[src/design/sps_pkg.sv]
// Purpose: shared constants for the serial peripheral and port pin block
// Assumes: registers reached by word index; byte address is four times index
// Notes:   field positions are bit numbers inside the low data byte
package sps_pkg;
  // register indices
  localparam logic [7:0] REG_CTRL1 = 8'hd0;
  localparam logic [7:0] REG_BAUD  = 8'hd2;
  localparam logic [7:0] REG_STAT  = 8'hd3;
  localparam logic [7:0] REG_DATA  = 8'hd5;
  localparam logic [7:0] REG_PORT  = 8'hd6;
  localparam logic [7:0] REG_DIR   = 8'hd7;
  localparam logic [7:0] REG_PORT_PULLUP_DRIVE_CONTROL = 8'hd9;
  // serial_control_one fields
  localparam int C1_IRQ_EN = 7;
  localparam int C1_ENABLE = 6;
  localparam int C1_MASTER = 4;
  localparam int C1_CPOL   = 3;
  localparam int C1_CPHA   = 2;
  localparam int C1_SSOE   = 1;
  localparam int C1_LSBF   = 0;
  localparam logic [7:0] C1_MASK  = 8'hdf;
  localparam logic [7:0] C1_RESET = 8'h00;
  // serial_status_flags fields
  localparam int ST_DONE = 7;
  localparam int ST_WRITE_COLLISION_FLAG = 6;
  localparam int ST_MODE_FAULT_FLAG = 4;
  // port_pullup_drive_control fields
  localparam int PD_RD_HIGH = 6;
  localparam int PD_RD_MID  = 5;
  localparam int PD_RD_LOW  = 4;
  localparam int PD_PU_HIGH = 2;
  localparam int PD_PU_MID  = 1;
  localparam int PD_PU_LOW  = 0;
  localparam logic [7:0] PD_MASK  = 8'h77;
  localparam logic [7:0] PD_RESET = 8'h00;
  // pin positions
  localparam int PIN_RX0  = 0;
  localparam int PIN_TX0  = 1;
  localparam int PIN_RX1  = 2;
  localparam int PIN_TX1  = 3;
  localparam int PIN_MISO = 4;
  localparam int PIN_MOSI = 5;
  localparam int PIN_SCK  = 6;
  localparam int PIN_SEL  = 7;
  // timing counts
  localparam logic [2:0] BAUD_RESET = 3'h0;
  localparam logic [4:0] EDGE_COUNT = 5'h10;
  localparam logic [2:0] BIT_LAST   = 3'h7;
endpackage : sps_pkg

[src/design/sps_xfer_if.sv]
// Purpose: carrier between the register side and the byte shifter
// Assumes: lead and trail are one-cycle pulses on sys_clk
// Notes:   abort holds the bit counter at zero
`timescale 1ns/1ns
`default_nettype none
interface sps_xfer_if;
  logic       load;
  logic [7:0] wdata;
  logic       lead;
  logic       trail;
  logic       cpha;
  logic       lsbf;
  logic       abort;
  logic       sin;
  logic       sout;
  logic       busy;
  logic       done;
  logic [7:0] rx;
  modport ctl (output load, wdata, lead, trail, cpha, lsbf, abort, sin,
               input sout, busy, done, rx);
  modport eng (input load, wdata, lead, trail, cpha, lsbf, abort, sin,
               output sout, busy, done, rx);
endinterface : sps_xfer_if
`default_nettype wire

[src/design/sps_sync.sv]
// Purpose: two-stage synchroniser for a group of pin inputs
// Assumes: inputs are asynchronous to clk
// Notes:   only the second stage is visible outside
`timescale 1ns/1ns
`default_nettype none
module sps_sync #(
  parameter int W = 8
) (
  // clock
  input  wire logic         clk,
  // data
  input  wire logic [W-1:0] d,
  output logic      [W-1:0] q
);
  logic [W-1:0] meta_q;

  always_ff @(posedge clk) begin
    meta_q <= d;
    q      <= meta_q;
  end
endmodule : sps_sync
`default_nettype wire

[src/design/sps_shifter.sv]
// Purpose: eight-bit shift register and bit counter of the serial link
// Assumes: edge pulses come from the master divider or the slave clock pin
// Notes:   shift data is not reset, so a reset leaves the byte in place
`timescale 1ns/1ns
`default_nettype none
module sps_shifter (
  // clock and reset
  input  wire logic clk,
  input  wire logic rst,
  // control side
  sps_xfer_if.eng   x
);
  logic [7:0] sh_q;
  logic [2:0] cnt_q;
  logic       out_q;
  logic       done_q;

  wire       samp     = x.cpha ? x.trail : x.lead;
  wire       shft     = x.cpha ? x.lead : x.trail;
  wire [7:0] sh_next  = x.lsbf ? {x.sin, sh_q[7:1]} : {sh_q[6:0], x.sin};
  wire       out_next = x.lsbf ? sh_q[0] : sh_q[7];
  wire       load_bit = x.lsbf ? x.wdata[0] : x.wdata[7];

  // no reset on purpose: the data byte survives system reset
  always_ff @(posedge clk) begin
    if (x.load) begin
      sh_q <= x.wdata;
    end else if (samp && !x.abort) begin
      sh_q <= sh_next;
    end
  end

  always_ff @(posedge clk) begin
    if (rst) begin
      cnt_q  <= 3'h0;
      out_q  <= 1'b0;
      done_q <= 1'b0;
    end else begin
      done_q <= 1'b0;
      if (x.load) begin
        out_q <= load_bit;
      end else if (shft && !x.abort) begin
        out_q <= out_next;
      end
      if (x.abort) begin
        cnt_q <= 3'h0;
      end else if (samp && !x.load) begin
        cnt_q  <= cnt_q + 3'h1;
        done_q <= (cnt_q == sps_pkg::BIT_LAST);
      end
    end
  end

  assign x.sout = out_q;
  assign x.busy = (cnt_q != 3'h0);
  assign x.done = done_q;
  assign x.rx   = sh_q;

  chk_eighth_sample_done: assert property (@(posedge clk) disable iff (rst)
    samp && !x.abort && !x.load && cnt_q == 3'h7 |=> x.done && !x.busy)
    else $error("eighth sample did not finish the byte");
endmodule : sps_shifter
`default_nettype wire

[src/design/sps_port_spi.sv]
// Purpose: serial peripheral flags, data register and shared eight-pin port
// Assumes: register index on avs_address; one wait cycle per access
// Notes:   sci_* inputs come from the asynchronous serial units on sys_clk
`timescale 1ns/1ns
`default_nettype none
// Contract
// - busy data write dropped, collision flag set
// - collision flag never raises an interrupt
// - status read then data access clears collision
// - master with select pin low sets fault
// - select direction set inhibits fault, flag cleared
// - status read then control write clears fault
// - reads buffered byte, writes load shifter
// - reset keeps serial data contents
// - eight shifts exchange bytes with partner
// - reset makes pins inputs, clears direction
// - port read gives pin or driver level
// - port latch drives only general outputs
// - direction bit zero input, one output
// - receiver two-wire forces bits two, zero input
// - transmitter two-wire forces bits three, one output
// - serial inputs forced; outputs need direction bit
// - slave pin seven is select input
// - fault clears direction bits five to seven
// - reduced drive per pin group
// - group pull-ups only on input pins
// - done flag after eighth clock, cleared
// - interrupt on done or fault when enabled
// - enable reads zero during fault
module sps_port_spi (
  // clock and reset
  input  wire logic        sys_clk,
  input  wire logic        rst,
  // register bus
  input  wire logic [7:0]  avs_address,
  input  wire logic        avs_read,
  input  wire logic        avs_write,
  input  wire logic [31:0] avs_writedata,
  input  wire logic [3:0]  avs_byteenable,
  output logic      [31:0] avs_readdata,
  output logic             avs_waitrequest,
  // port pins
  input  wire logic [7:0]  pin_in,
  output logic      [7:0]  pin_out,
  output logic      [7:0]  pin_oe,
  output logic      [7:0]  pin_pullup_en,
  output logic      [7:0]  pin_drive_reduced,
  // asynchronous serial units
  input  wire logic [1:0]  sci_rx_two_wire,
  input  wire logic [1:0]  sci_tx_two_wire,
  input  wire logic [1:0]  sci_txd,
  output logic      [1:0]  sci_rxd,
  // interrupt request
  output logic             spi_irq
);
  ////////////////////////////////////////////////////////////////////////
  logic [7:0] pin_s;
  logic [7:0] ctrl_q;
  logic [2:0] spr_q;
  logic [7:0] latch_q;
  logic [7:0] dir_q;
  logic [7:0] port_pullup_drive_control_q;
  logic [7:0] rx_buf_q;
  logic       transfer_done_flag_q;
  logic       write_collision_flag_q;
  logic       mode_fault_flag_q;
  logic       arm_transfer_done_flag_q;
  logic       arm_write_collision_flag_q;
  logic       arm_mode_fault_flag_q;
  logic       m_act_q;
  logic [4:0] hc_q;
  logic [7:0] div_q;
  logic       sck_q;
  logic       sck_p_q;

  sps_xfer_if xf ();

  sps_sync #(.W(8)) u_sync (
    .clk (sys_clk),
    .d   (pin_in),
    .q   (pin_s)
  );

  sps_shifter u_shift (
    .clk (sys_clk),
    .rst (rst),
    .x   (xf)
  );

  ////////////////////////////////////////////////////////////////////////
  // bus decode
  wire        req       = avs_read | avs_write;
  wire        commit    = req & ~avs_waitrequest;
  wire        wr_c      = commit & avs_write & avs_byteenable[0];
  wire        rd_c      = commit & avs_read;
  wire [7:0]  wd        = avs_writedata[7:0];
  wire        hit_ctrl  = (avs_address == sps_pkg::REG_CTRL1);
  wire        hit_baud  = (avs_address == sps_pkg::REG_BAUD);
  wire        hit_stat  = (avs_address == sps_pkg::REG_STAT);
  wire        hit_data  = (avs_address == sps_pkg::REG_DATA);
  wire        hit_port  = (avs_address == sps_pkg::REG_PORT);
  wire        hit_dir   = (avs_address == sps_pkg::REG_DIR);
  wire        hit_port_pullup_drive_control = (avs_address == sps_pkg::REG_PORT_PULLUP_DRIVE_CONTROL);
  wire        ctrl_wr   = wr_c & hit_ctrl;
  wire        dir_wr    = wr_c & hit_dir;
  wire        data_acc  = commit & hit_data;

  // mode decode
  wire ie      = ctrl_q[sps_pkg::C1_IRQ_EN];
  wire serial_system_enable     = ctrl_q[sps_pkg::C1_ENABLE];
  wire master_select    = ctrl_q[sps_pkg::C1_MASTER];
  wire cpol    = ctrl_q[sps_pkg::C1_CPOL];
  wire ssoe    = ctrl_q[sps_pkg::C1_SSOE];
  wire spi_on  = serial_system_enable & ~mode_fault_flag_q;
  wire master_select_on = spi_on & master_select;
  wire slv_sel = spi_on & ~master_select & ~pin_s[sps_pkg::PIN_SEL];

  wire xfer_busy = m_act_q | xf.busy;
  wire write_collision_flag_set  = wr_c & hit_data & xfer_busy;
  wire data_load = wr_c & hit_data & ~xfer_busy;

  ////////////////////////////////////////////////////////////////////////
  // read mux
  wire [7:0] ctrl_rd = {ie, spi_on, 1'b0, ctrl_q[4:0]};
  wire [7:0] stat_rd = {transfer_done_flag_q, write_collision_flag_q, 1'b0, mode_fault_flag_q, 4'h0};
  wire [7:0] port_rd = (pin_oe & pin_out) | (~pin_oe & pin_s);
  wire [7:0] rd_val  = hit_ctrl  ? ctrl_rd :
                       hit_baud  ? {5'h00, spr_q} :
                       hit_stat  ? stat_rd :
                       hit_data  ? rx_buf_q :
                       hit_port  ? port_rd :
                       hit_dir   ? dir_q :
                       hit_port_pullup_drive_control ? port_pullup_drive_control_q :
                       8'h00;

  // one wait cycle, then the access commits
  always_ff @(posedge sys_clk) begin
    if (rst) begin
      avs_waitrequest <= 1'b1;
      avs_readdata    <= 32'h0000_0000;
    end else begin
      avs_waitrequest <= ~(req & avs_waitrequest);
      if (req && avs_waitrequest) begin
        avs_readdata <= {24'h00_0000, rd_val};
      end
    end
  end

  ////////////////////////////////////////////////////////////////////////
  // control registers
  wire       fault    = serial_system_enable & master_select & ~dir_q[sps_pkg::PIN_SEL]
                        & ~pin_s[sps_pkg::PIN_SEL] & ~mode_fault_flag_q;
  wire [7:0] dir_pre  = dir_wr ? wd : dir_q;
  wire [7:0] dir_d    = fault ? {3'h0, dir_pre[4:0]} : dir_pre;

  always_ff @(posedge sys_clk) begin
    if (rst) begin
      ctrl_q  <= sps_pkg::C1_RESET;
      spr_q   <= sps_pkg::BAUD_RESET;
      latch_q <= 8'h00;
      dir_q   <= 8'h00;
      port_pullup_drive_control_q <= sps_pkg::PD_RESET;
    end else begin
      dir_q <= dir_d;
      if (ctrl_wr) begin
        ctrl_q <= wd & sps_pkg::C1_MASK;
      end
      if (wr_c && hit_baud) begin
        spr_q <= wd[2:0];
      end
      if (wr_c && hit_port) begin
        latch_q <= wd;
      end
      if (wr_c && hit_port_pullup_drive_control) begin
        port_pullup_drive_control_q <= wd & sps_pkg::PD_MASK;
      end
    end
  end

  // received byte has no reset, like the shifter
  always_ff @(posedge sys_clk) begin
    if (xf.done) begin
      rx_buf_q <= xf.rx;
    end
  end

  ////////////////////////////////////////////////////////////////////////
  // flags: a setting event wins over a clear in the same cycle
  wire transfer_done_flag_d = xf.done ? 1'b1 : (data_acc & arm_transfer_done_flag_q) ? 1'b0 : transfer_done_flag_q;
  wire write_collision_flag_d = write_collision_flag_set ? 1'b1 : (data_acc & arm_write_collision_flag_q) ? 1'b0 : write_collision_flag_q;
  wire mode_fault_flag_d = fault ? 1'b1 :
                (dir_d[sps_pkg::PIN_SEL] | (ctrl_wr & arm_mode_fault_flag_q)) ? 1'b0 :
                mode_fault_flag_q;

  always_ff @(posedge sys_clk) begin
    if (rst) begin
      transfer_done_flag_q     <= 1'b0;
      write_collision_flag_q     <= 1'b0;
      mode_fault_flag_q     <= 1'b0;
      arm_transfer_done_flag_q <= 1'b0;
      arm_write_collision_flag_q <= 1'b0;
      arm_mode_fault_flag_q <= 1'b0;
      spi_irq    <= 1'b0;
    end else begin
      transfer_done_flag_q  <= transfer_done_flag_d;
      write_collision_flag_q  <= write_collision_flag_d;
      mode_fault_flag_q  <= mode_fault_flag_d;
      // collision flag stays out of the request on purpose
      spi_irq <= ie & (transfer_done_flag_q | mode_fault_flag_q);
      if (rd_c && hit_stat) begin
        arm_transfer_done_flag_q <= transfer_done_flag_q;
        arm_write_collision_flag_q <= write_collision_flag_q;
        arm_mode_fault_flag_q <= mode_fault_flag_q;
      end else begin
        if (data_acc) begin
          arm_transfer_done_flag_q <= 1'b0;
          arm_write_collision_flag_q <= 1'b0;
        end
        if (ctrl_wr) begin
          arm_mode_fault_flag_q <= 1'b0;
        end
      end
    end
  end

  ////////////////////////////////////////////////////////////////////////
  // master clock: one idle half-period before the first edge
  wire [7:0] half_last = 8'((8'h01 << spr_q) - 8'h01);
  wire       tick      = m_act_q && (div_q == half_last);
  wire       m_edge    = tick && (hc_q != sps_pkg::EDGE_COUNT);
  wire       m_lead    = m_edge & ~hc_q[0];
  wire       m_trail   = m_edge & hc_q[0];

  always_ff @(posedge sys_clk) begin
    if (rst) begin
      m_act_q <= 1'b0;
      hc_q    <= 5'h00;
      div_q   <= 8'h00;
      sck_q   <= 1'b0;
      sck_p_q <= 1'b0;
    end else begin
      sck_p_q <= pin_s[sps_pkg::PIN_SCK];
      if (!master_select_on || (data_load && !m_act_q)) begin
        m_act_q <= master_select_on;
        hc_q    <= 5'h00;
        div_q   <= 8'h00;
        sck_q   <= cpol;
      end else if (m_act_q) begin
        div_q <= tick ? 8'h00 : div_q + 8'h01;
        if (m_edge) begin
          sck_q <= ~sck_q;
          hc_q  <= hc_q + 5'h01;
        end else if (tick) begin
          m_act_q <= 1'b0;
        end
      end
    end
  end

  // slave edges from the synchronised clock pin
  wire s_rise = pin_s[sps_pkg::PIN_SCK] & ~sck_p_q;
  wire s_fall = ~pin_s[sps_pkg::PIN_SCK] & sck_p_q;

  assign xf.load  = data_load;
  assign xf.wdata = wd;
  assign xf.cpha  = ctrl_q[sps_pkg::C1_CPHA];
  assign xf.lsbf  = ctrl_q[sps_pkg::C1_LSBF];
  assign xf.lead  = master_select_on ? m_lead : slv_sel & (cpol ? s_fall : s_rise);
  assign xf.trail = master_select_on ? m_trail : slv_sel & (cpol ? s_rise : s_fall);
  assign xf.abort = ~master_select_on & ~slv_sel;
  assign xf.sin   = master_select_on ? pin_s[sps_pkg::PIN_MISO] : pin_s[sps_pkg::PIN_MOSI];

  ////////////////////////////////////////////////////////////////////////
  // pin ownership
  wire [7:0] oe_d;
  wire [7:0] out_d;
  wire [7:0] pu_grp;
  wire [7:0] rd_grp;

  assign oe_d[0]  = sci_rx_two_wire[0] ? 1'b0 : dir_q[0];
  assign oe_d[2]  = sci_rx_two_wire[1] ? 1'b0 : dir_q[2];
  assign oe_d[1]  = sci_tx_two_wire[0] | dir_q[1];
  assign oe_d[3]  = sci_tx_two_wire[1] | dir_q[3];
  assign out_d[0] = latch_q[0];
  assign out_d[2] = latch_q[2];
  assign out_d[1] = sci_tx_two_wire[0] ? sci_txd[0] : latch_q[1];
  assign out_d[3] = sci_tx_two_wire[1] ? sci_txd[1] : latch_q[3];
  assign oe_d[4]  = spi_on ? ~master_select & dir_q[4] & ~pin_s[sps_pkg::PIN_SEL] : dir_q[4];
  assign oe_d[5]  = spi_on ? master_select & dir_q[5] : dir_q[5];
  assign oe_d[6]  = spi_on ? master_select & dir_q[6] : dir_q[6];
  assign oe_d[7]  = (spi_on & ~master_select) ? 1'b0 : dir_q[7];
  assign out_d[4] = spi_on ? xf.sout : latch_q[4];
  assign out_d[5] = spi_on ? xf.sout : latch_q[5];
  assign out_d[6] = spi_on ? sck_q : latch_q[6];
  assign out_d[7] = (master_select_on & ssoe) ? ~m_act_q : latch_q[7];

  assign pu_grp = {{4{port_pullup_drive_control_q[sps_pkg::PD_PU_HIGH]}}, {2{port_pullup_drive_control_q[sps_pkg::PD_PU_MID]}},
                   {2{port_pullup_drive_control_q[sps_pkg::PD_PU_LOW]}}};
  assign rd_grp = {{4{port_pullup_drive_control_q[sps_pkg::PD_RD_HIGH]}}, {2{port_pullup_drive_control_q[sps_pkg::PD_RD_MID]}},
                   {2{port_pullup_drive_control_q[sps_pkg::PD_RD_LOW]}}};

  always_ff @(posedge sys_clk) begin
    if (rst) begin
      pin_oe            <= 8'h00;
      pin_out           <= 8'h00;
      pin_pullup_en     <= 8'h00;
      pin_drive_reduced <= 8'h00;
      sci_rxd           <= 2'h3;
    end else begin
      pin_oe            <= oe_d;
      pin_out           <= out_d;
      pin_pullup_en     <= pu_grp & ~oe_d;
      pin_drive_reduced <= rd_grp;
      sci_rxd           <= {pin_s[sps_pkg::PIN_RX1], pin_s[sps_pkg::PIN_RX0]};
    end
  end

  ////////////////////////////////////////////////////////////////////////
  chk_write_collision_flag_on_busy: assert property (@(posedge sys_clk) disable iff (rst)
    wr_c && hit_data && xfer_busy |=> write_collision_flag_q && !$rose(m_act_q))
    else $error("busy data write did not raise collision");
  chk_write_collision_flag_no_irq: assert property (@(posedge sys_clk) disable iff (rst)
    (!transfer_done_flag_q && !mode_fault_flag_q)[*2] |-> !spi_irq)
    else $error("interrupt raised without done or fault");
  // checker memory: last status read saw the collision flag, no data access since
  logic seen_write_collision_flag_q;

  always_ff @(posedge sys_clk) begin
    if (rst) begin
      seen_write_collision_flag_q <= 1'b0;
    end else if (rd_c && hit_stat) begin
      seen_write_collision_flag_q <= write_collision_flag_q;
    end else if (data_acc) begin
      seen_write_collision_flag_q <= 1'b0;
    end
  end

  chk_write_collision_flag_clear_seq: assert property (@(posedge sys_clk) disable iff (rst)
    seen_write_collision_flag_q && data_acc && !write_collision_flag_set |=> !write_collision_flag_q)
    else $error("collision flag not cleared by status read then data access");
  chk_mode_fault_flag_set: assert property (@(posedge sys_clk) disable iff (rst)
    !mode_fault_flag_q && serial_system_enable && master_select && !dir_q[7] && !pin_s[7] |=> mode_fault_flag_q)
    else $error("mode fault not flagged");
  chk_mode_fault_flag_inhibit: assert property (@(posedge sys_clk) disable iff (rst)
    dir_q[7] |-> !mode_fault_flag_q)
    else $error("fault flag set while select pin is output");
  chk_mode_fault_flag_hold: assert property (@(posedge sys_clk) disable iff (rst)
    mode_fault_flag_q && !ctrl_wr && !dir_wr |=> mode_fault_flag_q)
    else $error("fault flag cleared without control write");
  chk_fault_dir: assert property (@(posedge sys_clk) disable iff (rst)
    $rose(mode_fault_flag_q) |-> dir_q[7:5] == 3'h0)
    else $error("fault did not clear direction bits");
  chk_reset_pins: assert property (@(posedge sys_clk)
    $past(rst) |-> pin_oe == 8'h00 && dir_q == 8'h00)
    else $error("pins not inputs after reset");
  chk_done_flag: assert property (@(posedge sys_clk) disable iff (rst)
    xf.done |=> transfer_done_flag_q ##1 (ie -> spi_irq))
    else $error("done flag or request missing after byte");
  chk_pullup_out: assert property (@(posedge sys_clk) disable iff (rst)
    (pin_pullup_en & pin_oe) == 8'h00)
    else $error("pull-up active on output pin");
  chk_tx_force: assert property (@(posedge sys_clk) disable iff (rst)
    sci_tx_two_wire[0] |=> pin_oe[1] && pin_out[1] == $past(sci_txd[0]))
    else $error("transmit pin not forced to output");
endmodule : sps_port_spi
`default_nettype wire

[config.mk]
export PLATFORM = sky130hd
export DESIGN_NAME = sps_port_spi
export DESIGN_NICKNAME = d
export VERILOG_FILES = /design/src/design/sps_pkg.sv /design/src/design/sps_xfer_if.sv /design/src/design/sps_sync.sv /design/src/design/sps_shifter.sv /design/src/design/sps_port_spi.sv
export SDC_FILE = /design/constraint.sdc
export NUM_CORES = 1
export LEC_CHECK = 0
export BUFFER_PORTS_ARGS = -buffer_cell sky130_fd_sc_hd__buf_4
export CAP_MARGIN = 40
export CELL_PAD_IN_SITES_DETAIL_PLACEMENT = 0
export CELL_PAD_IN_SITES_GLOBAL_PLACEMENT = 1
export CORE_ASPECT_RATIO = 0.75
export CORE_UTILIZATION = 42
export CTS_BUF_LIST = sky130_fd_sc_hd__clkbuf_4 sky130_fd_sc_hd__clkbuf_8
export CTS_CLUSTER_DIAMETER = 120
export DETAILED_ROUTE_END_ITERATION = 8
export GPL_TIMING_DRIVEN = 0
export PLACE_DENSITY = 0.92
export SYNTH_ARGS = -nofsm -noshare
export SYNTH_HDL_FRONTEND = slang
export SYNTH_HIERARCHICAL = 1
export SYNTH_SLANG_ARGS = --single-unit
[constraint.sdc]
create_clock -name sys_clk -period 4.2 [get_ports sys_clk]
set_input_delay 0.84 -clock sys_clk [delete_from_list [all_inputs] [get_ports sys_clk]]
set_output_delay 0.84 -clock sys_clk [all_outputs]
set_load 0.05 [all_outputs]
### After elaboration in Yosys (flattened, before gate mapping)

Index checks and enable logic that the tools add are counted.

* register bits: 132
* bits in latches: 0
* bits in writable memories: 0
* bits in read-only memories: 0
* bits of input ports: 62
* output and inout port bits: 68
* word-level logic and storage cells: 195
* memories kept: 0

* add/subtract/negate cells: 4
* multipliers: 0
* div/mod/pow operators: 0
* $lt $le $gt $ge: 0
* eq/ne operators: 10
* shift-type cells: 1
* multiplexer cells: 54
* bitwise operators: 62
* reduce and logical (&&, ||, !) cells: 32

Operator list (number)
* 8-bit 2-to-1 mux: 12
* 8-bit equality test (second input constant): 7
* 1-bit 2-to-1 mux: 41
* 1-bit bitwise AND: 35
* 8-bit bitwise AND: 3
* 2-bit nonzero test: 9
* 8-bit inverter: 2
* 1-bit inverter: 15
* 1-bit logical AND: 11
* 8-bit by 1-bit adder with 8-bit output (second input constant): 1
* 8-bit equality test: 1
* 8-bit OR: 1
* 1-bit by 3-bit << shifter with 8-bit output (first input constant): 1
* 8-bit by 1-bit subtractor with 8-bit output (second input constant): 1
* 7-bit 2-to-1 mux: 1
* 1-bit OR: 6
* 2-bit OR reduction: 3
* 5-bit by 1-bit adder with 5-bit output (second input constant): 1
* 5-bit inequality test (second input constant): 1
* 1-bit logical NOT: 4
* 2-bit AND reduction: 2
* 3-bit by 1-bit adder with 3-bit output (second input constant): 1
* 3-bit equality test (second input constant): 1
* 3-bit nonzero test: 1
* 2 further kinds: 2

### Longest topological paths before layout

Gate-level depths: netlist of the first run.

* depth in word-level cells: 11
* mapped depth: 10
* mapped depth without buffers: 9

### Cells and area by module

The synthesis of the first run kept the hierarchy.

By module, submodules not included
* sps_port_spi: times used 1, cells each 505, area each 4685.7 um2, sequential area each 2102.0 um2
* sps_shifter: times used 1, cells each 68, area each 719.4 um2, sequential area each 340.3 um2
* sps_sync: times used 1, cells each 16, area each 320.3 um2, sequential area each 320.3 um2

### Worst setup path before layout of the first run

OpenSTA, ideal clock, no wires.

* path kind: register -> register
* from: register spr_q[0]
* to: register u_shift.sh_q[0] (netlist: u_shift/x.rx[0]) (enable)
* setup time: 0.384 ns
* arrival time: 2.804 ns
* required time: 3.816 ns
* setup slack: 1.012 ns
* stages on the path, launching flop included: 9
* buffers on the path: 1
* clock period less this slack: 3.188 ns
* cell sequence: dfxtp_1 -> buf_6 -> or4_1 -> o221a_2 -> a211o_1 -> or4_1 -> a21oi_1 -> mux2i_1 -> o21ai_0

* word-level cells in the longest chain between the ends: 10
* elaborated cells between the ends (all ways): 12
* those cells by class: add/sub (1); eq/ne (1); shift (1); mux (3); bitwise (2); reduce/logical (4)

RTL lines
* start, declared: RTL line sps_port_spi.sv:59 `logic [2:0] spr_q;`
* start signal, assigned: RTL line sps_port_spi.sv:159 `spr_q <= sps_pkg::BAUD_RESET;`
* start signal, assigned: RTL line sps_port_spi.sv:169 `spr_q <= wd[2:0];`
* 1-bit by 3-bit << shifter with 8-bit output: RTL line sps_port_spi.sv:228 `wire [7:0] half_last = 8'((8'h01 << spr_q) - 8'h01);`
* 8-bit by 1-bit subtractor with 8-bit output: RTL line sps_port_spi.sv:228
* 8-bit equality test: RTL line sps_port_spi.sv:229 `wire tick = m_act_q && (div_q == half_last);`
* 1-bit logical AND: RTL line sps_port_spi.sv:229
* 1-bit logical AND: RTL line sps_port_spi.sv:230 `wire m_edge = tick && (hc_q != sps_pkg::EDGE_COUNT);`
* 1-bit bitwise AND: RTL line sps_port_spi.sv:232 `wire m_trail = m_edge & hc_q[0];`
* 1-bit 2-to-1 mux: RTL line sps_port_spi.sv:269 `assign xf.trail = master_select_on ? m_trail : slv_sel & (cpol ? s_rise : s_fall);`
* net xf.trail: RTL line sps_xfer_if.sv:10 `logic trail;`
* 1-bit 2-to-1 mux: RTL line sps_shifter.sv:18 `wire samp = x.cpha ? x.trail : x.lead;`
* 1-bit logical AND: RTL line sps_shifter.sv:28 `end else if (samp && !x.abort) begin`
* 2-bit nonzero test (no line)
* end signal, assigned: RTL line sps_shifter.sv:27 `sh_q <= x.wdata;`
* end signal, assigned: RTL line sps_shifter.sv:29 `sh_q <= sh_next;`
* end, declared: RTL line sps_shifter.sv:13 `logic [7:0] sh_q;`

The timed path passes the listed nets, and every way through them passes these cells.
A chain may end at the register's enable or synchronous reset.

### Worst setup path after layout of the first run

* from: register spr_q[1]
* to: register u_shift.sh_q[7] (netlist: u_shift/x.rx[7]) (enable)

The elaborated chain is that of the path after synthesis.

==> results_dict.tcl, run 1 <==
set metrics [dict create \
    power_density_nw_per_um2 362 \
    ff_latch_area_sq_um 2760 \
    synth_area_leaders "dfxtp_1 (40%), mux2i_1 (9.3%), edfxtp_1 (8.4%)" \
    start_util 0.435 \
    synth_cell_type_count 63 \
    grt.overflow.total 0 \
    n_antenna_cell 0 \
    nets 781 \
    core_sq_um 13200 \
    gp_congestion 0.909 \
    finalCritPeriodShare 0.855 \
    die_width_um 137 \
    cp_cell_sequence "clkbuf_1 -> nand2_1 -> o2111ai_1 -> or4_1 -> or4_1 -> a21oi_1 -> mux2i_1 -> o21ai_0 -> buf_2" \
    synth_flop_cell "dfxtp_1" \
    maxCapViolCount 0 \
    synthToLayoutAreaGrowth_pct 22.8 \
    setup-tns-final_ns 0 \
    synth-seq-cells 130 \
    path_clk_slew_ns 0.07 \
    vias_per_cell 5.39 \
    drt_wl_total_um 16300 \
    min_period_ns 3.59 \
    dpl_cell_area_sq_um 6620 \
    multi_input_area_sq_um 2660 \
    ys_warn_count 6 \
    leakage_nw 2.81 \
    endpoint_kind "register" \
    cts_tree "built" \
    maxSlewHeadroom 0.366 \
    worstPathRequired_ns 4.34 \
    cts_made_buffers 17 \
    setup_viol 0 \
    dr.first_iter.drc_count 468 \
    vias 4838 \
    clk_latency_ns 0.44 \
    top_layer_used "met4" \
    wl_met2_um 6810 \
    critPathBufInv 2 \
    post_cts_buffers 0 \
    clock_skew_ns 0.0110 \
    ant_nets 0 \
    crit_family "simple AND/OR/NAND/NOR gates" \
    ys_seq_area_frac 0.483 \
    std_cell_rows 36 \
    fill_cells 1191 \
    htree_levels 4 \
    synth_most_common_cell "dfxtp_1" \
    drc 0 \
    io_buffers 77 \
    vdd_ir_drop_max_v 0.000225 \
    hold_class "register to register" \
    routedWlPerCell_um 18.2 \
    cp_slowest_cell "or4_1" \
    grt_pass1_wl_um 24600 \
    status "finished clean" \
    avgSynthCellArea_sq_um 9.72 \
    grt_pass1_vias 4380 \
    track_usage 0.240 \
    max_freq_mhz 278 \
    grt_max_degree 17 \
    synth_top_area_frac 0.399 \
    place.detailed.hpwl_um 12200 \
    hold_viol_final 0 \
    crit_type "register to register" \
    antenna_found_initial 0 \
    yosysTopAreaCell "dfxtp_1" \
    ios 130 \
    synth_edf_count 16 \
    ctsResizeCount 0 \
    synth_area_sq_um 5730 \
    rsz0062_at_grt "false" \
    clockBufferDepth 2 \
    route.met3.wl_um 1550 \
    cp_common_cell "or4_1" \
    post-route-cell-area_sq_um 7030 \
    tightest_slew_ns 0.938 \
    arrival_ns 3.73 \
    cts_hold_buf 0 \
    dr.pass1.iters 5 \
    cp_max_fo 10 \
    die_y_um 103 \
    root_buffer "clkbuf_8" \
    cpPeakStageDelay_ns 0.63 \
    m1WireLength_um 7750 \
    critPathLaunchType "register" \
    cts.sinks 130 \
    yosys-top-cells-count "dfxtp_1 (114), nor2_1 (70), mux2i_1 (53)" \
    die_area_sq_um 14100 \
    drive_above_1_share 0.234 \
    synthArstFlopShare 0 \
    syn_inst 589 \
    slew_violations 0 \
]
==> worst register-to-register path, delay by kind of cell (launching register included) <==
kind / cells / cell delay [ns]
buffers and inverters: 2 / 0.49
AO/OA/AOI/OAI: 3 / 0.96
multiplexers: 1 / 0.24
AND/OR/NAND/NOR: 3 / 1.30
flip-flops: 1 / 0.32
==> kinds of logic (layout without fill, tap and decap cells) <==
group                    Yosys count  count (layout)  share of synthesized area
multiplexers                      60              60                      0.108
AND/OR/NAND/NOR                  208             208                      0.195
adder cells (fa/ha/maj)            6               6                     0.0131
AO/OA/AOI/OAI                    109             109                      0.121
other                              1              24                   0.000655
XOR/XNOR                           7               7                     0.0107
buffers and inverters             68             182                     0.0688
flip-flops                       130             130                      0.483
==> cell usage in the layout, fill, tap and decap left out, drive strengths merged, types with 8 or more instances in the layout <==
cell type	instances
mux2i	53
o31ai	8
dfxtp	114
buf	120
nor4	8
nor2b	12
a21oi	38
nor3	16
nor2	70
nand2b	17
clkbuf	36
nand3	10
nand2	26
conb	24
edfxtp	16
o21ai	23
inv	15
==> state kept, by name, indices dropped and copies added, names as in the netlist, 6 cells and up <==
name and flops:
pin_out 8, u_sync/q 8, u_shift/x.rx 8, div_q 8, pin_pullup_en 8, u_sync/meta_q 8
avs_readdata 8, dir_q 8, pin_oe 8, rx_buf_q 8, port_pullup_drive_control_q 6, latch_q 8
ctrl_q 7
==> per-layer routing <==
metal / track usage / up-vias
met5: 0 / -
met4: 0.0719 / 0
met3: 0.0526 / 18
met2: 0.349 / 235
met1: 0.352 / 2286
li1: - / 2299
==> where the power goes <==
| group | internal [mW] | total, mW | leakage (nW) | switching (mW) |
|---|---|---|---|---|
| sequential | 1.27 | 1.28 | 1.07 | 0.00993 |
| combinational | 0.0655 | 0.208 | 1.55 | 0.143 |
| clock | 0.567 | 1.06 | 0.199 | 0.493 |
| total | 1.90 | 2.55 | 2.81 | 0.646 |
==> final cells by class <==
cell class	instances	share of cell area
Clock inverter	12	0.0189
Sequential cell	130	0.393
Multi-Input combinational cell	414	0.378
Clock buffer	20	0.0383
Inverter	14	0.00747
Buffer	54	0.0486
Tap cell	171	0.0304
Timing Repair Buffer	82	0.0858
==> worst paths after layout <==
kind               startpoint               to  slack, ns  cells past startpoint
max                  spr_q[1]  u_shift/x.rx[7]       0.61                      9
min          u_sync/meta_q[6]      u_sync/q[6]       0.33                      0
max reg2reg          spr_q[1]  u_shift/x.rx[7]       0.61                      9
min reg2reg  u_sync/meta_q[6]      u_sync/q[6]       0.33                      0
==> through the flow <==
stage / setup WS, ns / instances / power (mW) / hold WS, ns / util
CTS: 0.642 / 896 / 2.57 / 0.332 / 0.534
finish: 0.608 / 897 / 2.55 / 0.331 / 0.535
detailed placement: 0.666 / 864 / 1.51 / 0.313 / 0.504
floorplan: 1.01 / 612 / 1.44 / 0.310 / -
global placement: 0.372 / 860 / 1.51 / 0.313 / 0.502
global route: 0.443 / 897 / 2.63 / 0.342 / 0.535
(Power assumes the default switching activity.)
==> run 2, diff against run 1 <==
--- a/config.mk
+++ b/config.mk
@@ -10,12 +10,12 @@
 export CELL_PAD_IN_SITES_DETAIL_PLACEMENT = 0
 export CELL_PAD_IN_SITES_GLOBAL_PLACEMENT = 1
 export CORE_ASPECT_RATIO = 0.75
-export CORE_UTILIZATION = 42
+export CORE_UTILIZATION = 30
 export CTS_BUF_LIST = sky130_fd_sc_hd__clkbuf_4 sky130_fd_sc_hd__clkbuf_8
 export CTS_CLUSTER_DIAMETER = 120
 export DETAILED_ROUTE_END_ITERATION = 8
 export GPL_TIMING_DRIVEN = 0
-export PLACE_DENSITY = 0.92
+export PLACE_DENSITY = 0.72
 export SYNTH_ARGS = -nofsm -noshare
 export SYNTH_HDL_FRONTEND = slang
 export SYNTH_HIERARCHICAL = 1
==> results_dict.tcl, run 2 (synthesized netlist as in run 1, its figures left out) <==
set metrics [dict create \
    critPathLaunchType "register" \
    core_sq_um 18600 \
    arrival_ns 3.75 \
    post_cts_buffers 0 \
    ant_nets 0 \
    leakage_nw 2.81 \
    grt_pass1_vias 4248 \
    clockBufferDepth 2 \
    layout_common_cells "dfxtp_1 (114), buf_4 (107), nor2_1 (70), mux2i_1 (53), a21oi_1 (37)" \
    ios 130 \
    reg2reg_to "u_shift/x.rx[3]" \
    die_y_um 122 \
    dr.pass1.iters 5 \
    path_clk_slew_ns 0.07 \
    std_cell_rows 43 \
    clk_latency_ns 0.44 \
    r2r-start "spr_q[1]" \
    drc 0 \
    die_width_um 162 \
    die_area_sq_um 19600 \
    worstPathRequired_ns 4.35 \
    setup-tns-final_ns 0 \
    ctsResizeCount 0 \
    swShare 0.248 \
    maxCapViolCount 0 \
    max_freq_mhz 278 \
    hold_viol_final 0 \
    place.detailed.hpwl_um 12200 \
    rsz0062_at_grt "false" \
    nets 780 \
    grt_max_degree 17 \
    cts_made_buffers 17 \
    min_from "u_sync/meta_q[0]" \
    power.internal_mw 1.87 \
    worstHoldEndpoint "u_sync/q[0]" \
    power_density_nw_per_um2 350 \
    reg2reg_depth 9 \
    finalCritPeriodShare 0.857 \
    setup_viol 0 \
    root_buffer "clkbuf_8" \
    track_usage 0.169 \
    clock_power_share 0.401 \
    n_antenna_cell 0 \
    rrSetupSlack_ns 0.60 \
    min_period_ns 3.60 \
    slew_violations 0 \
    seq_power_share 0.515 \
    grt_pass1_wl_um 24600 \
    final_util 0.382 \
    endpoint_kind "register" \
    vias 4604 \
    antenna_found_initial 0 \
    vdd_ir_drop_max_v 0.000176 \
    io_buffers 77 \
    start_util 0.308 \
    dr.first_iter.drc_count 344 \
    final_common_cell "dfxtp_1" \
    synthToLayoutAreaGrowth_pct 23.8 \
    crit_type "register to register" \
    drt_wl_total_um 16300 \
    clock_skew_ns 0.0148 \
    htree_levels 4 \
    cts_hold_buf 0 \
    power_switching_uw 616 \
    comb_power_share 0.083 \
    power_mw 2.48 \
    status "finished clean" \
    place_worst_setup_slack_ns 0.616 \
    gp_congestion 0.901 \
    fin_ws_ns 0.599 \
    fill_cells 1902 \
    vias_per_cell 4.74 \
    cts_tree "built" \
    grt.overflow.total 0 \
    hold_class "register to register" \
    drive_above_1_share 0.232 \
    cts.sinks 130 \
    tightest_slew_ns 0.884 \
    maxSlewHeadroom 0.403 \
    cp_max_fo 10 \
    routedWlPerCell_um 16.8 \
    min_path_cells 0 \
]
## run 2: worst max-delay path by stage
stage,endpoint,slack [ns],cells past startpoint,start
after global placement,u_shift/x.rx[3],0.44,8,avs_write
after global routing,u_shift/x.rx[3],0.39,9,spr_q[1]
after floorplan,u_shift/x.rx[0],1.01,8,spr_q[0]
final,u_shift/x.rx[3],0.60,9,spr_q[1]
after detailed placement,u_shift/x.rx[3],0.62,9,spr_q[1]
after CTS,u_shift/x.rx[3],0.57,9,spr_q[1]
## run 2: power groups by stage
stage	Clock [mW]	Sequential (mW)	Combinational [mW]
after floorplan	0	1.33	0.112
final	0.996	1.28	0.207
after CTS	1.02	1.28	0.205
after global routing	1.08	1.28	0.218
after detailed placement	0	1.31	0.204
after global placement	0	1.31	0.205
## run 2: per-layer routing
metal	wire length, um	global-route usage	part of all wire
met1	8670	0.261	0.53
met2	6560	0.232	0.40
met3	988	0.0402	0.060
met4	110	0.0389	0.0067
met5	0	0	0
## run 2: per-stage QoR
stage,instance area [sq um],std cells,hold slack [ns]
after CTS,7080,970,0.322
after floorplan,5810,612,0.310
final,7090,971,0.324
after detailed placement,6720,939,0.312
after global placement,6700,936,0.311
after global routing,7090,971,0.333
## run 2: final cells by class
| type | count | area [sq um] | share of cell area |
|---|---|---|---|
| Multi-Input combinational cell | 414 | 2660 | 0.375 |
| Clock buffer | 25 | 307 | 0.0433 |
| Timing Repair Buffer | 81 | 603 | 0.0851 |
| Buffer | 54 | 342 | 0.0482 |
| Sequential cell | 130 | 2760 | 0.390 |
| Clock inverter | 6 | 56.3 | 0.00794 |
| Tap cell | 247 | 309 | 0.0436 |
| Inverter | 14 | 52.6 | 0.00742 |
## run 2: worst max-delay path: stages (launching register included)
cell and delay (ns):
dfxtp_1 0.31, clkbuf_1 0.22, nand2_1 0.18, o2111ai_1 0.15, or4_1 0.62, or4_1 0.50, a21oi_1 0.24, mux2i_1 0.20
o21ai_0 0.63, buf_2 0.28
==> run 3, diff against run 2 <==
--- a/config.mk
+++ b/config.mk
@@ -5,6 +5,7 @@
 export SDC_FILE = /design/constraint.sdc
 export NUM_CORES = 1
 export LEC_CHECK = 0
+export ABC_AREA = 1
 export BUFFER_PORTS_ARGS = -buffer_cell sky130_fd_sc_hd__buf_4
 export CAP_MARGIN = 40
 export CELL_PAD_IN_SITES_DETAIL_PLACEMENT = 0
@@ -13,9 +14,10 @@
 export CORE_UTILIZATION = 30
 export CTS_BUF_LIST = sky130_fd_sc_hd__clkbuf_4 sky130_fd_sc_hd__clkbuf_8
 export CTS_CLUSTER_DIAMETER = 120
+export CTS_CLUSTER_SIZE = 30
 export DETAILED_ROUTE_END_ITERATION = 8
 export GPL_TIMING_DRIVEN = 0
-export PLACE_DENSITY = 0.72
+export PLACE_DENSITY = 0.75
 export SYNTH_ARGS = -nofsm -noshare
 export SYNTH_HDL_FRONTEND = slang
 export SYNTH_HIERARCHICAL = 1
==> results_dict.tcl, run 3 <==
set metrics [dict create \
    vias 4963 \
    cp_cell_sequence "nor2_4 -> inv_2 -> nor2_2 -> inv_2 -> nor2_2 -> inv_1 -> o32ai_1 -> inv_1 -> o21a_1 -> o21ai_0 -> buf_4" \
    track_usage 0.175 \
    post_cts_buffers 0 \
    multi_input_area_sq_um 2340 \
    ios 130 \
    htree_levels 4 \
    std_cell_rows 43 \
    n_antenna_cell 0 \
    critPathBufInv 5 \
    use_met1 0.271 \
    drive_above_1_share 0.213 \
    yosysTopAreaCell "dfxtp_1" \
    min_period_ns 2.94 \
    synthToLayoutAreaGrowth_pct 25.0 \
    clk_latency_ns 0.45 \
    finalCritPeriodShare 0.700 \
    maxSlewHeadroom 0.516 \
    synth_area_sq_um 5740 \
    dpl_cell_area_sq_um 6730 \
    gp_congestion 0.819 \
    ff_latch_area_sq_um 2760 \
    cts_made_buffers 17 \
    synth_flop_cell "dfxtp_1" \
    drc 0 \
    ant_nets 0 \
    drt_wl_total_um 16500 \
    start_util 0.308 \
    cts_tree "built" \
    core_sq_um 18600 \
    place.detailed.hpwl_um 12600 \
    power_density_nw_per_um2 372 \
    grt_max_degree 17 \
    clockBufferDepth 2 \
    synth-seq-cells 130 \
    worstPathRequired_ns 4.36 \
    power_mw 2.67 \
    syn_inst 735 \
    status "finished clean" \
    cp_slowest_cell "o21ai_0" \
    synth_top_area_frac 0.398 \
    vdd_ir_drop_max_v 0.000176 \
    ys_warn_count 6 \
    synth_edf_count 16 \
    die_width_um 162 \
    crit_type "register to register" \
    synth_area_leaders "dfxtp_1 (40%), edfxtp_1 (8.4%), nand2_1 (8.2%)" \
    tightest_slew_ns 0.726 \
    grt_use_met2 0.231 \
    cpPeakStageDelay_ns 0.50 \
    ys_seq_area_frac 0.481 \
    arrival_ns 3.10 \
    dr.first_iter.drc_count 461 \
    crit_family "compound AO/OA/AOI/OAI gates" \
    synth_cell_type_count 38 \
    maxCapViolCount 0 \
    routedWlPerCell_um 14.8 \
    grt_pass1_vias 4575 \
    setup_viol 0 \
    endpoint_kind "register" \
    cts.sinks 130 \
    hold_class "register to register" \
    avgSynthCellArea_sq_um 7.81 \
    rsz0062_at_grt "false" \
    grt_use_met3 0.0494 \
    path_clk_slew_ns 0.08 \
    place_worst_setup_slack_ns 1.10 \
    grt_pass1_wl_um 25700 \
    grt_busiest_layer "met1" \
    clock_skew_ns 0.0100 \
    antenna_found_initial 0 \
    slew_violations 0 \
    vias_per_cell 4.45 \
    post-route-cell-area_sq_um 7180 \
    final_common_cell "nand2_1" \
    hold_viol_final 0 \
    ctsResizeCount 0 \
    synthArstFlopShare 0 \
    die_y_um 122 \
    root_buffer "clkbuf_8" \
    critPathLaunchType "register" \
    layout_common_cells "nand2_1 (125), dfxtp_1 (114), buf_4 (112), inv_1 (91), a21oi_1 (77)" \
    leakage_nw 3.06 \
    cts_hold_buf 0 \
    cp_max_fo 6 \
    fill_cells 1949 \
    yosys-top-cells-count "nand2_1 (125), dfxtp_1 (114), inv_1 (91)" \
    nets 924 \
    synth_most_common_cell "nand2_1" \
    fin_ws_ns 1.26 \
    max_freq_mhz 340 \
    die_area_sq_um 19700 \
    setup-tns-final_ns 0 \
    grt.overflow.total 0 \
    io_buffers 78 \
    dr.pass1.iters 5 \
]
[run 3: changes by cell type in the layout (fill, tap and decap cells not counted), moves of 10 or more]
| cell | delta |
|---|---|
| inv_2 | +10 |
| nand2b_1 | -17 |
| nand2_1 | +99 |
| mux2i_1 | -51 |
| nand3_1 | +27 |
| a21oi_1 | +40 |
| nor2b_1 | -12 |
| inv_1 | +78 |
| o21ai_0 | +40 |
[run 3: worst paths after layout]
kind | from | cells past startpoint | to | slack, ns
setup / recovery | mode_fault_flag_q | 11 | u_shift/x.rx[4] | 1.26
hold / removal | u_sync/meta_q[5] | 0 | u_sync/q[5] | 0.32
setup reg to reg | mode_fault_flag_q | 11 | u_shift/x.rx[4] | 1.26
hold reg to reg | u_sync/meta_q[5] | 0 | u_sync/q[5] | 0.32
[run 3: logic make-up after synthesis]
| group | count (synthesis) | share of synthesized area |
|---|---|---|
| flip-flops | 130 | 0.481 |
| AO/OA/AOI/OAI | 161 | 0.147 |
| other | 1 | 0.000653 |
| AND/OR/NAND/NOR | 275 | 0.216 |
| adder cells (fa/ha/maj) | 6 | 0.0131 |
| multiplexers | 2 | 0.00349 |
| buffers and inverters | 152 | 0.126 |
| XOR/XNOR | 8 | 0.0122 |
[run 3: routing by layer]
| layer | vias up | wire length (um) |
|---|---|---|
| met4 | 0 | 110 |
| met2 | 153 | 6370 |
| met3 | 11 | 1330 |
| met5 | - | 0 |
| met1 | 2236 | 8650 |
| li1 | 2563 | - |
[run 3: final cells by class]
cell class                      instances  area share
Sequential cell                       130       0.385
Clock inverter                         12      0.0251
Timing Repair Buffer                   79      0.0826
Inverter                              104      0.0546
Multi-Input combinational cell        476       0.326
Clock buffer                           20      0.0375
Tap cell                              247      0.0431
Buffer                                 48      0.0462
[run 3: metrics by stage]
step / cells / utilization / hold WS (ns)
6_report: 1116 / 0.386 / 0.323
5_1_grt: 1116 / 0.386 / 0.325
4_1_cts: 1116 / 0.386 / 0.327
2_1_floorplan: 758 / - / 0.310
3_5_place_dp: 1084 / 0.361 / 0.312
3_3_place_gp: 1083 / 0.361 / 0.312
[run 3: power by group]
part	internal, mW	switching (mW)
combinational	0.0599	0.140
sequential	1.27	0.00743
clock	0.687	0.509
[run 3: worst reg2reg max path, cell delays in order, from the launching register on]
cell     delay (ns)
dfxtp_1        0.41
nor2_4         0.25
inv_2          0.11
nor2_2         0.18
inv_2          0.09
nor2_2         0.13
inv_1          0.08
o32ai_1        0.33
inv_1          0.12
o21a_1         0.20
o21ai_0        0.50
buf_4          0.26
